==> config.mk <==
export PLATFORM = sky130hd
export DESIGN_NAME = supervisor_reset_watchdog
export DESIGN_NICKNAME = d
export VERILOG_FILES = /design/src/include/supervisor_pkg.sv /design/src/rtl/supervisor_reset_watchdog.sv
export VERILOG_INCLUDE_DIRS = /design/src /design/src/include
export SDC_FILE = /design/constraint.sdc
export NUM_CORES = 1
export LEC_CHECK = 0
export BUFFER_PORTS_ARGS = -buffer_cell sky130_fd_sc_hd__buf_4
export CORE_MARGIN = 5
export CORE_UTILIZATION = 61
export CTS_CLUSTER_SIZE = 24
export DETAILED_ROUTE_END_ITERATION = 7
export PLACE_DENSITY = 0.85
export SKIP_CTS_REPAIR_TIMING = 1
export SYNTH_ARGS = -nofsm -noshare
export SYNTH_HDL_FRONTEND = slang
export SYNTH_SLANG_ARGS = --single-unit
==> constraint.sdc <==
create_clock -name clk_sys -period 5.4 [get_ports clk_sys]
set_clock_uncertainty 0.1 [all_clocks]
set_input_delay 0.54 -clock clk_sys [delete_from_list [all_inputs] [get_ports clk_sys]]
set_output_delay 0.54 -clock clk_sys [all_outputs]
set_load 0.01 [all_outputs]
==> src/include/supervisor_regs.svh <==
// timing constants and default values for the supervisory reset watchdog
`ifndef SUPERVISOR_REGS_SVH
`define SUPERVISOR_REGS_SVH
`define CLK_SYS_MHZ        125
`define STROBE_PERIOD_MS   20
`define WDT_TIMEOUT_MS     30
`define WDT_TIMEOUT_CYC    (`WDT_TIMEOUT_MS * 1000 * `CLK_SYS_MHZ)
`define RST_PULSE_CYC      16
`define SETTLE_DEFAULT_CYC 1024
`define CFG_DEFAULT        16'h0000
`endif

==> src/include/supervisor_pkg.sv <==
// types shared by the supervisory reset watchdog
package supervisor_pkg;
    typedef enum logic [1:0] {
        ST_RUN    = 2'b00,
        ST_RESET  = 2'b01,
        ST_SETTLE = 2'b10
    } sup_state_t;
endpackage

==> src/rtl/supervisor_reset_watchdog.sv <==
// supervisory reset: watchdog, brownout request, loopback init and result-valid flag
`include "supervisor_regs.svh"

// Summary of operation
// - firmware strobes watchdog every 20 ms
// - missing strobes start a device reset
// - brownout indication resets the processor
// - any reset restores power-up configuration
// - result-valid reads 1 once data valid
// - high reset input initializes; output active high
module supervisor_reset_watchdog #(
    parameter int unsigned WDT_TIMEOUT_CYC = `WDT_TIMEOUT_CYC
) (
    input  wire logic        clk_sys,
    input  wire logic        rstn,
    input  wire logic        wdt_strobe,
    input  wire logic        brownout,
    input  wire logic        reset_in,
    input  wire logic        cfg_wr,
    input  wire logic [15:0] cfg_wdata,
    input  wire logic [15:0] settle_cycles,
    input  wire logic        data_ready,
    output logic             reset_out,
    output logic [15:0]      cfg_value,
    output logic [7:0]       conversion_status_byte
);
    supervisor_pkg::sup_state_t state_q;
    supervisor_pkg::sup_state_t state_d;
    logic [31:0] wdt_cnt_q;
    logic [4:0]  pulse_cnt_q;
    logic [15:0] settle_cnt_q;
    logic        valid_q;

    localparam logic [31:0] WDT_LIMIT = 32'(WDT_TIMEOUT_CYC - 1);
    localparam logic [4:0]  PULSE_LAST = 5'(`RST_PULSE_CYC - 1);

    // how the pieces fit together:
    //  - reset_out is a registered copy of "next state is reset", so it rises one
    //    clock after a brownout or a watchdog expiry and stays up for the whole pulse
    //  - the system feeds reset_out back into reset_in, optionally ored with an
    //    external reset; while reset_in is high the configuration, the result-valid
    //    flag and the watchdog count are cleared on every clock
    //  - a brownout holds the pulse open for as long as the supply stays low, so the
    //    processor never restarts on a sagging rail
    //  - after the pulse the block settles: result-valid waits for settle_cycles and
    //    for data_ready, because the time to good data depends on range and integration
    //  - the watchdog count saturates at its limit and never wraps, so a stuck
    //    firmware keeps asking for a reset rather than timing out only once
    //  - the timeout must stay longer than the firmware strobe period, or normal
    //    servicing would reset the device; the margin is set by the parameter
    //  - an external reset alone does not restart the pulse; it only clears the
    //    state that the loopback would clear, and settling starts again after it
    //  - the run state is kept in the type; the block leaves reset into settle

    // reset request sources and init condition
    wire wdt_expired = (wdt_cnt_q == WDT_LIMIT) && !wdt_strobe;
    wire request_rst = wdt_expired || brownout;
    wire init_now    = !rstn || reset_in;
    wire pulse_done  = (pulse_cnt_q == PULSE_LAST);
    wire settle_done = (settle_cnt_q >= settle_cycles) && data_ready;

    // next state
    always_comb begin
        state_d = state_q;
        unique case (state_q)
            supervisor_pkg::ST_RUN:    if (request_rst) state_d = supervisor_pkg::ST_RESET;
            supervisor_pkg::ST_RESET:  if (pulse_done && !brownout) state_d = supervisor_pkg::ST_SETTLE;
            supervisor_pkg::ST_SETTLE: if (request_rst) state_d = supervisor_pkg::ST_RESET;
            default:                   state_d = supervisor_pkg::ST_RESET;
        endcase
    end

    // state, reset pulse and watchdog counter
    always_ff @(posedge clk_sys) begin
        if (!rstn) begin
            state_q     <= supervisor_pkg::ST_RESET;
            pulse_cnt_q <= 5'h00;
            wdt_cnt_q   <= 32'h0000_0000;
        end else begin
            state_q     <= state_d;
            pulse_cnt_q <= (state_q == supervisor_pkg::ST_RESET && !pulse_done) ? pulse_cnt_q + 5'h01 : 5'h00;
            if (wdt_strobe || reset_in || state_q == supervisor_pkg::ST_RESET)
                wdt_cnt_q <= 32'h0000_0000;
            else if (wdt_cnt_q != WDT_LIMIT)
                wdt_cnt_q <= wdt_cnt_q + 32'h0000_0001;
        end
    end

    // reset output driven high while the next state is reset, for the whole pulse
    always_ff @(posedge clk_sys) begin
        if (!rstn)
            reset_out <= 1'b1;
        else
            reset_out <= (state_d == supervisor_pkg::ST_RESET);
    end

    // configuration returns to default on any initialization
    always_ff @(posedge clk_sys) begin
        if (init_now)
            cfg_value <= `CFG_DEFAULT;
        else if (cfg_wr)
            cfg_value <= cfg_wdata;
    end

    // result-valid flag after settling
    always_ff @(posedge clk_sys) begin
        if (init_now || state_q == supervisor_pkg::ST_RESET) begin
            settle_cnt_q <= 16'h0000;
            valid_q      <= 1'b0;
        end else begin
            if (settle_cnt_q != 16'hffff)
                settle_cnt_q <= settle_cnt_q + 16'h0001;
            if (state_q == supervisor_pkg::ST_SETTLE && settle_done)
                valid_q <= 1'b1;
        end
    end

    // status byte: bit0 valid, bit1 in reset
    always_ff @(posedge clk_sys) begin
        if (!rstn)
            conversion_status_byte <= 8'h00;
        else
            conversion_status_byte <= {6'h00, state_q == supervisor_pkg::ST_RESET, valid_q};
    end

    // length of the current reset pulse, used only by the minimum-length check chk_pulse_min
    logic [4:0] rst_len_q;
    always_ff @(posedge clk_sys) begin
        if (!rstn || !reset_out)
            rst_len_q <= 5'h00;
        else if (rst_len_q != 5'h1f)
            rst_len_q <= rst_len_q + 5'h01;
    end

    // checks: all quiet while rstn is low; they look at what this block drives
    // or decides. the pulse is longer than a repetition should spell out, so its
    // full length is checked through the small counter above.

    // reset requests
    chk_wdt_fires: assert property (@(posedge clk_sys) disable iff (!rstn)
        wdt_expired && state_q != supervisor_pkg::ST_RESET |=> reset_out)
        else $error("watchdog expiry did not raise reset");
    chk_rise_cause: assert property (@(posedge clk_sys) disable iff (!rstn)
        $rose(reset_out) |-> $past(brownout) || $past(wdt_expired))
        else $error("reset raised without a cause");
    chk_wdt_init_clear: assert property (@(posedge clk_sys) disable iff (!rstn)
        reset_in |=> wdt_cnt_q == 32'h0000_0000)
        else $error("watchdog count kept through init");
    chk_brownout_rst: assert property (@(posedge clk_sys) disable iff (!rstn)
        brownout |=> reset_out)
        else $error("brownout did not raise reset");
    chk_brownout_hold: assert property (@(posedge clk_sys) disable iff (!rstn)
        brownout && state_q == supervisor_pkg::ST_RESET |=> state_q == supervisor_pkg::ST_RESET)
        else $error("reset left during brownout");
    chk_rst_release: assert property (@(posedge clk_sys) disable iff (!rstn)
        $fell(reset_out) |-> !$past(brownout, 2))
        else $error("reset released during brownout");
    chk_status_rst: assert property (@(posedge clk_sys) disable iff (!rstn)
        state_q == supervisor_pkg::ST_RESET |=> conversion_status_byte[1])
        else $error("status does not show reset");

    // watchdog service
    chk_strobe_holds: assert property (@(posedge clk_sys) disable iff (!rstn)
        wdt_strobe && !brownout && state_q != supervisor_pkg::ST_RESET |=> !reset_out)
        else $error("strobed watchdog caused reset");
    chk_wdt_count: assert property (@(posedge clk_sys) disable iff (!rstn)
        wdt_strobe |=> wdt_cnt_q == 32'h0000_0000)
        else $error("strobe did not restart watchdog");
    chk_wdt_bound: assert property (@(posedge clk_sys) disable iff (!rstn)
        wdt_cnt_q <= WDT_LIMIT)
        else $error("watchdog count past its limit");

    // pulse and init
    chk_pulse_len: assert property (@(posedge clk_sys) disable iff (!rstn)
        $rose(reset_out) |-> reset_out [*8])
        else $error("reset pulse too short");
    chk_pulse_min: assert property (@(posedge clk_sys) disable iff (!rstn)
        $fell(reset_out) |-> $past(rst_len_q) >= PULSE_LAST)
        else $error("reset pulse shorter than its count");
    chk_reset_state: assert property (@(posedge clk_sys) disable iff (!rstn)
        state_q == supervisor_pkg::ST_RESET |-> reset_out)
        else $error("reset state without reset output");
    chk_init_valid: assert property (@(posedge clk_sys) disable iff (!rstn)
        reset_in |=> !valid_q)
        else $error("valid kept through init");

    // configuration
    chk_cfg_default: assert property (@(posedge clk_sys) disable iff (!rstn)
        reset_in |=> cfg_value == `CFG_DEFAULT)
        else $error("configuration not restored");
    chk_cfg_write: assert property (@(posedge clk_sys) disable iff (!rstn)
        cfg_wr && !init_now |=> cfg_value == $past(cfg_wdata))
        else $error("configuration write lost");
    chk_cfg_hold: assert property (@(posedge clk_sys) disable iff (!rstn)
        !cfg_wr && !init_now |=> $stable(cfg_value))
        else $error("configuration changed without a write");

    // result valid
    chk_valid_clear: assert property (@(posedge clk_sys) disable iff (!rstn)
        reset_out |-> ##2 conversion_status_byte[0] == 1'b0)
        else $error("valid flag set during reset");
    chk_valid_rise: assert property (@(posedge clk_sys) disable iff (!rstn)
        $rose(valid_q) |-> $past(data_ready))
        else $error("valid without ready data");
    chk_valid_early: assert property (@(posedge clk_sys) disable iff (!rstn)
        $rose(valid_q) |-> $past(settle_cnt_q) >= $past(settle_cycles))
        else $error("valid before settling ended");
    chk_valid_state: assert property (@(posedge clk_sys) disable iff (!rstn)
        $rose(valid_q) |-> $past(state_q) == supervisor_pkg::ST_SETTLE)
        else $error("valid set outside settling");
    chk_settle_restart: assert property (@(posedge clk_sys) disable iff (!rstn)
        reset_in |=> settle_cnt_q == 16'h0000)
        else $error("settling not restarted by init");
    chk_status_pad: assert property (@(posedge clk_sys) disable iff (!rstn)
        conversion_status_byte[7:2] == 6'h00)
        else $error("unused status bits set");

    // main scenarios
    cov_wdt_reset: cover property (@(posedge clk_sys) disable iff (!rstn) wdt_expired);
    cov_brownout: cover property (@(posedge clk_sys) disable iff (!rstn) $rose(brownout));
    cov_valid: cover property (@(posedge clk_sys) disable iff (!rstn) $rose(valid_q));
    cov_ext_init: cover property (@(posedge clk_sys) disable iff (!rstn) reset_in && !reset_out);
    cov_rearm: cover property (@(posedge clk_sys) disable iff (!rstn) $fell(reset_out));
endmodule

==> flow_summary_export.csv, run 1 <==
group,metric,value,unit
global_routing,grt_pass1_vias,3206,
timing,min_period,2.38,ns
timing,worst_pin_slew,0.819,ns
setup_path,path_common_cell,"or4_1",
global_routing,grt_pass1_wl,14.0,mm
clock_network,clock_path_buffers,2,
cells_and_area,fin_nets,555,
synth,syn_avg_cell_area,8.71,µm²
cells_and_area,final-instance-count-excl-fill,578,
detailed_routing,drt_wl_total,8.29,mm
setup_path,worst_setup_path_end_kind,"flip-flop",
floorplanning,dieArea,8030,µm²
cells_and_area,fin_area,4490,µm²
floorplanning,floorplan.initialDensity,0.619,
setup_path,setup.worst_path.start_class,"flip-flop",
detailed_routing,drc_errors,0,
detailed_routing,viasPerCell,5.94,
setup_path,critical_path.max_stage_delay,0.83,ns
cells_and_area,antenna_cells,0,
power_and_ir_drop,p_int,0.000767,W
hold_path,hp-start,"cfg_wdata[12]",
placement,dp.cells,562,
setup_path,startpoint,"wdt_cnt_q[9]$_SDFFE_PP0P_",
setup_path,worstReg2RegStart,"wdt_cnt_q[9]$_SDFFE_PP0P_",
power_and_ir_drop,ir_worst_vdd,138,µV
hold_path,min_path_type,"in -> reg",
timing,hold_viol,0,
power_and_ir_drop,switching_power,0.000258,W
synth,synth_compound_area_frac,0.111,
setup_path,worstPathMaxFanout,18,
power_and_ir_drop,switching_share,0.252,
timing,slew_headroom,0.454,
global_routing,overflow,0,
placement,dpl-instance-area,4310,µm²
synth,ys_seq_elements,75,
detailed_routing,wl_per_cell,14.3,µm
floorplanning,row_count,29,
placement,dp_slack,2.69,ns
floorplanning,die_w,89.6,µm
synth,synth_top_family_by_area,"simple AND/OR/NAND/NOR gates",
power_and_ir_drop,power_density,228,nW/µm²
hold_path,hold-path-cell-count,3,
detailed_routing,num_vias,3431,
setup_path,cp.required,5.59,ns
synth,syn-instance-count,444,
power_and_ir_drop,power.clock.fraction,0.392,
setup_path,r2r_slack,3.02,ns
timing,finalCritPeriodShare,0.441,
floorplanning,design.core.area,6240,µm²
timing,rsz0062_at_grt,"no",
synth,synth_edf_count,0,
synth,synthMuxAreaShare,0.0777,
clock_network,clock-root-buffer,"clkbuf_8",
synth,synthXorXnorAreaFrac,0.0272,
power_and_ir_drop,leakage,1.71,nW
synth,ys.flop_type,"dfxtp_1",
timing,max_freq,0.420,GHz
global_routing,antenna_found_initial,0,
synth,mappedNetlistArea,3870,µm²
clock_network,cts.clk_slew.worst_paths,0.09,ns
clock_network,clk-insertion-delay-late,0.36,ns
placement,io_buffers,57,
timing,setup_tns,0,ns
clock_network,cts_sinks,75,
setup_path,path_class,"reg -> reg",
synth,ys_seq_area_frac,0.388,
power_and_ir_drop,seq_power_share,0.548,
outcome,status,"completed",
setup_path,rr_worst_depth,4,
clock_network,cts_made_buffers,9,
setup_path,crit_path_cell_trace,"nand2_2, or4_1, or4_1, a21oi_1",
clock_network,cts_tree,"yes",
run,maxCapViolations,0,
setup_path,cp_slowest_cell,"or4_1",
power_and_ir_drop,p_comb_frac,0.059,
detailed_routing,dr.pass1.iters,4,
setup_path,cp.arrival,2.57,ns
cells_and_area,drive_gt1_frac,0.174,
synth,netlist-cell-type-count,53,
timing,setup_violations,0,
floorplanning,die_h,89.6,µm
global_routing,grt_use_total,0.218,
synth,yosysWarnings,0,
timing,final-max-slew-violation-count,0,
synth,synth_fa_ha_area_frac,0.0647,
detailed_routing,drtAntennaViolNets,0,
floorplanning,ios,64,
synth,synthSimpleGateAreaFrac,0.275,
detailed_routing,drt-initial-drc-count,215,
cells_and_area,syn2layout_area_growth,16.1,%
global_routing,grt_max_degree,26,
synth,synthArstFlopShare,0,
placement,hpwl,6.03,mm
timing,setup_ws,3.02,ns
clock_network,htreeDepth,3,
placement,place_congestion,0.906,
## cell families (layout without fill, tap and decap cells)
| group | Yosys count | in the layout |
|---|---|---|
| adder cells (fa/ha/maj) | 20 | 20 |
| AO/OA/AOI/OAI | 65 | 65 |
| AND/OR/NAND/NOR | 193 | 193 |
| flip-flops | 75 | 75 |
| XOR/XNOR | 12 | 12 |
| buffers and inverters | 48 | 100 |
| other | 1 | 6 |
| multiplexers | 30 | 30 |
## state kept, by name, summed over array words and instances (netlist names)
name,flops
conversion_status_byte,2
valid_q,1
state_q,2
settle_cnt_q,16
cfg_value,16
reset_out,1
wdt_cnt_q,32
pulse_cnt_q,5
## synth_stat cells (14+ instances only)
master / number / area [µm²]
inv_1: 25 / 93.8
nand4_1: 15 / 93.8
mux2i_1: 30 / 300
nor2_1: 40 / 150
nand2_1: 34 / 128
a21oi_1: 23 / 115
nand2b_1: 14 / 87.6
nand3_1: 21 / 105
ha_1: 20 / 250
dfxtp_1: 75 / 1500
## area by class of cell
type | instances | area, µm²
well taps | 77 | 96.3
clock buffers | 9 | 124
flip-flops and latches | 75 | 1500
multi-input cells | 326 | 2170
inverters | 25 | 93.8
clock inverters | 7 | 57.6
repair buffers | 59 | 443
fillers | 458 | 1750
## final timing paths
kind | to
setup / recovery | wdt_cnt_q[23]$_SDFFE_PP0P_
hold / removal | cfg_value[12]$_SDFFE_PP0P_
setup reg to reg | wdt_cnt_q[23]$_SDFFE_PP0P_
hold reg to reg | pulse_cnt_q[0]$_SDFF_PN0_
## power by group through the flow
stage / combinational [W] / clock [W] / sequential (W)
global route: 0.0000675 / 0.000434 / 0.000563
floorplan: 0.0000298 / 0 / 0.000577
global placement: 0.0000589 / 0 / 0.000575
detailed placement: 0.0000611 / 0 / 0.000575
CTS: 0.0000616 / 0.000409 / 0.000562
finish: 0.0000608 / 0.000402 / 0.000562
## critical path: cells and delay by family (launching register included)
| kind | cells | cell delay (ns) |
|---|---|---|
| DFF | 1 | 0.50 |
| and+or+nand+nor | 3 | 1.56 |
| AOI/OAI and AO/OA | 1 | 0.15 |
## per-stage QoR
step                hold WS [ns]   util  total power (W)
CTS                        0.309  0.720          0.00103
global route               0.321  0.720          0.00106
detailed placement         0.353  0.690         0.000636
floorplan                  0.318      -         0.000607
global placement           0.329  0.690         0.000634
finish                     0.313  0.720          0.00102
## cell usage in the layout, fill, tap and decap left out, drive strengths merged, types with 11 or more instances in the layout
cell / instances
dfxtp: 75
buf: 59
nor2: 40
nand2: 35
mux2i: 30
inv: 29
a21oi: 23
nand3: 21
ha: 20
nand4: 16
nand2b: 14
nor4: 14
or4: 13
o31ai: 11
## metal layers
metal,vias up,track usage,part of all wire
met2,85,0.368,0.48
met3,18,0.0365,0.062
met5,-,0,0
met4,0,0.101,0.019
met1,1621,0.269,0.44
li1,1707,-,-
No activity file was read; power rests on OpenSTA's default activity.
==> run 2: changes to the inputs <==
- CORE_UTILIZATION: 61 -> 51
- PLACE_DENSITY: 0.85 -> 0.76
- clock period: 5.4 -> 2.1 ns (I/O delays scaled with it)
==> flow_summary_export.csv, run 2 (synthesized netlist as in run 1, its figures left out) <==
group,metric,value,unit
outcome,status,"finished, violations left",
outcome,violations,"negative hold slack",
cells_and_area,most-common-layout-cells,"buf_4, dfxtp_1, nor2_1, nand2_1, mux2i_1",
setup_path,cp.arrival,2.23,ns
floorplanning,row_count,31,
cells_and_area,nFillCells,630,
cells_and_area,antenna_cells,0,
power_and_ir_drop,power.clock.fraction,0.399,
detailed_routing,drt_wl_total,8.76,mm
cells_and_area,seq_area,1510,µm²
timing,worst_pin_slew,0.497,ns
setup_path,path_common_cell,"or4_1",
timing,min_period,2.05,ns
power_and_ir_drop,seq_power_share,0.540,
setup_path,cp_top_family,"simple AND/OR/NAND/NOR gates",
detailed_routing,wl_met3,440,µm
clock_network,cts_tree,"yes",
floorplanning,ios,64,
timing,setup_violations,0,
timing,finalCritPeriodShare,0.974,
cells_and_area,layout_commonest_cell,"buf_4",
global_routing,grt_max_degree,26,
placement,dp_slack,0.0533,ns
setup_path,cp.required,2.29,ns
cells_and_area,fin_nets,573,
detailed_routing,wl_per_cell,14.2,µm
clock_network,cts_made_buffers,9,
clock_network,clock-root-buffer,"clkbuf_8",
placement,io_buffers,57,
placement,place_congestion,0.852,
detailed_routing,wl_met1,3.85,mm
setup_path,crit_path_cell_trace,"nand4_1, or4_1, buf_4, or4_1, a21oi_2",
setup_path,worst_setup_path_end_kind,"flip-flop",
setup_path,cp_slowest_cell,"or4_1",
setup_path,cp_num_buf_inv,1,
cells_and_area,syn2layout_area_growth,21.8,%
setup_path,critical_path.max_stage_delay,0.51,ns
floorplanning,die_w,97.1,µm
placement,dp.cells,598,
timing,final-max-slew-violation-count,0,
floorplanning,floorplan.initialDensity,0.527,
global_routing,overflow,0,
timing,hold_viol,7,
run,maxCapViolations,0,
timing,setup_ws,0.0548,ns
hold_path,min_path_type,"in -> reg",
detailed_routing,drtAntennaViolNets,0,
power_and_ir_drop,power_density,569,nW/µm²
detailed_routing,top_layer,"met4",
cells_and_area,registers.top_by_ff_count,"wdt_cnt_q",
power_and_ir_drop,ir_worst_vdd,501,µV
timing,slew_headroom,0.668,
cells_and_area,reg.largest.list,"wdt_cnt_q: 32 flops, cfg_value: 16 flops, settle_cnt_q: 16 flops",
power_and_ir_drop,leakage,1.81,nW
global_routing,antenna_found_initial,0,
global_routing,grt_pass1_wl,14.8,mm
power_and_ir_drop,finalPower,0.00268,W
global_routing,grt_use_total,0.184,
floorplanning,die_h,97.1,µm
cells_and_area,multi_input_area,2200,µm²
detailed_routing,drt-initial-drc-count,129,
setup_path,setup.worst_path.start_class,"flip-flop",
setup_path,worstPathMaxFanout,18,
floorplanning,dieArea,9420,µm²
setup_path,path_class,"reg -> reg",
detailed_routing,wl_met2,4.31,mm
placement,hpwl,6.38,mm
cells_and_area,drive_gt1_frac,0.218,
power_and_ir_drop,switching_share,0.255,
clock_network,clk-insertion-delay-late,0.35,ns
clock_network,cts_sinks,75,
detailed_routing,viasPerCell,5.56,
clock_network,htreeDepth,3,
floorplanning,design.core.area,7330,µm²
power_and_ir_drop,p_comb_frac,0.061,
detailed_routing,num_vias,3438,
timing,max_freq,0.489,GHz
global_routing,grt_pass1_vias,3244,
cells_and_area,final-instance-count-excl-fill,618,
power_and_ir_drop,p_int,0.00199,W
detailed_routing,dr.pass1.iters,4,
detailed_routing,drc_errors,0,
cells_and_area,largest_reg_flops,32,
clock_network,cts.clk_slew.worst_paths,0.09,ns
power_and_ir_drop,switching_power,0.000684,W
timing,holdWs,-0.0144,ns
clock_network,clock_path_buffers,2,
run 2: changes by cell type in the layout (fill, tap and decap cells not counted), moves of 3 or more:
cell / delta
buf_4: +14
dfxtp_1: -6
dfxtp_2: +6
dlygate4sd3_1: +4
nor4_1: -3
nor4_2: +3
run 2: tightest hold or removal path, cell delays in order:
cell and delay (ns):
buf_4 0.07, mux2i_1 0.05, nor2_1 0.07
run 2: cell type report:
type,count,share of cell area
Tap cell,99,0.0263
Multi-Input combinational cell,326,0.468
Timing Repair Buffer,77,0.125
Inverter,25,0.0199
Sequential cell,75,0.320
Clock inverter,7,0.0138
Clock buffer,9,0.0263
run 2: power groups by stage:
stage / Sequential, W / Combinational [W] / Clock, W
2_1_floorplan: 0.00148 / 0.0000766 / 0
3_3_place_gp: 0.00148 / 0.000154 / 0
3_5_place_dp: 0.00148 / 0.000159 / 0
4_1_cts: 0.00145 / 0.000159 / 0.00110
5_1_grt: 0.00145 / 0.000185 / 0.00116
6_report: 0.00145 / 0.000164 / 0.00107
run 2: layer usage:
metal / global-route usage / up-vias
li1: - / 1748
met1: 0.227 / 1610
met2: 0.315 / 65
met3: 0.0503 / 15
met4: 0.0529 / 0
met5: 0 / -
run 2: path summary, 6_finish.rpt:
check | from | to | slack [ns] | cells past startpoint
max | wdt_cnt_q[17]$_SDFFE_PP0P_ | wdt_cnt_q[20]$_SDFFE_PP0P_ | 0.05 | 5
min | cfg_wdata[7] | cfg_value[7]$_SDFFE_PP0P_ | -0.01 | 3
max reg2reg | wdt_cnt_q[17]$_SDFFE_PP0P_ | wdt_cnt_q[20]$_SDFFE_PP0P_ | 0.05 | 5
min reg2reg | pulse_cnt_q[0]$_SDFF_PN0_ | pulse_cnt_q[0]$_SDFF_PN0_ | 0.35 | 1
run 2: stage by stage:
stage / utilization / TNS, ns / instance area [µm²]
final: 0.642 / 0 / 4710
after CTS: 0.632 / 0 / 4630
after global placement: 0.606 / 0 / 4440
after detailed placement: 0.606 / 0 / 4440
after floorplan: - / 0 / 3880
after global routing: 0.642 / -0.0117 / 4710
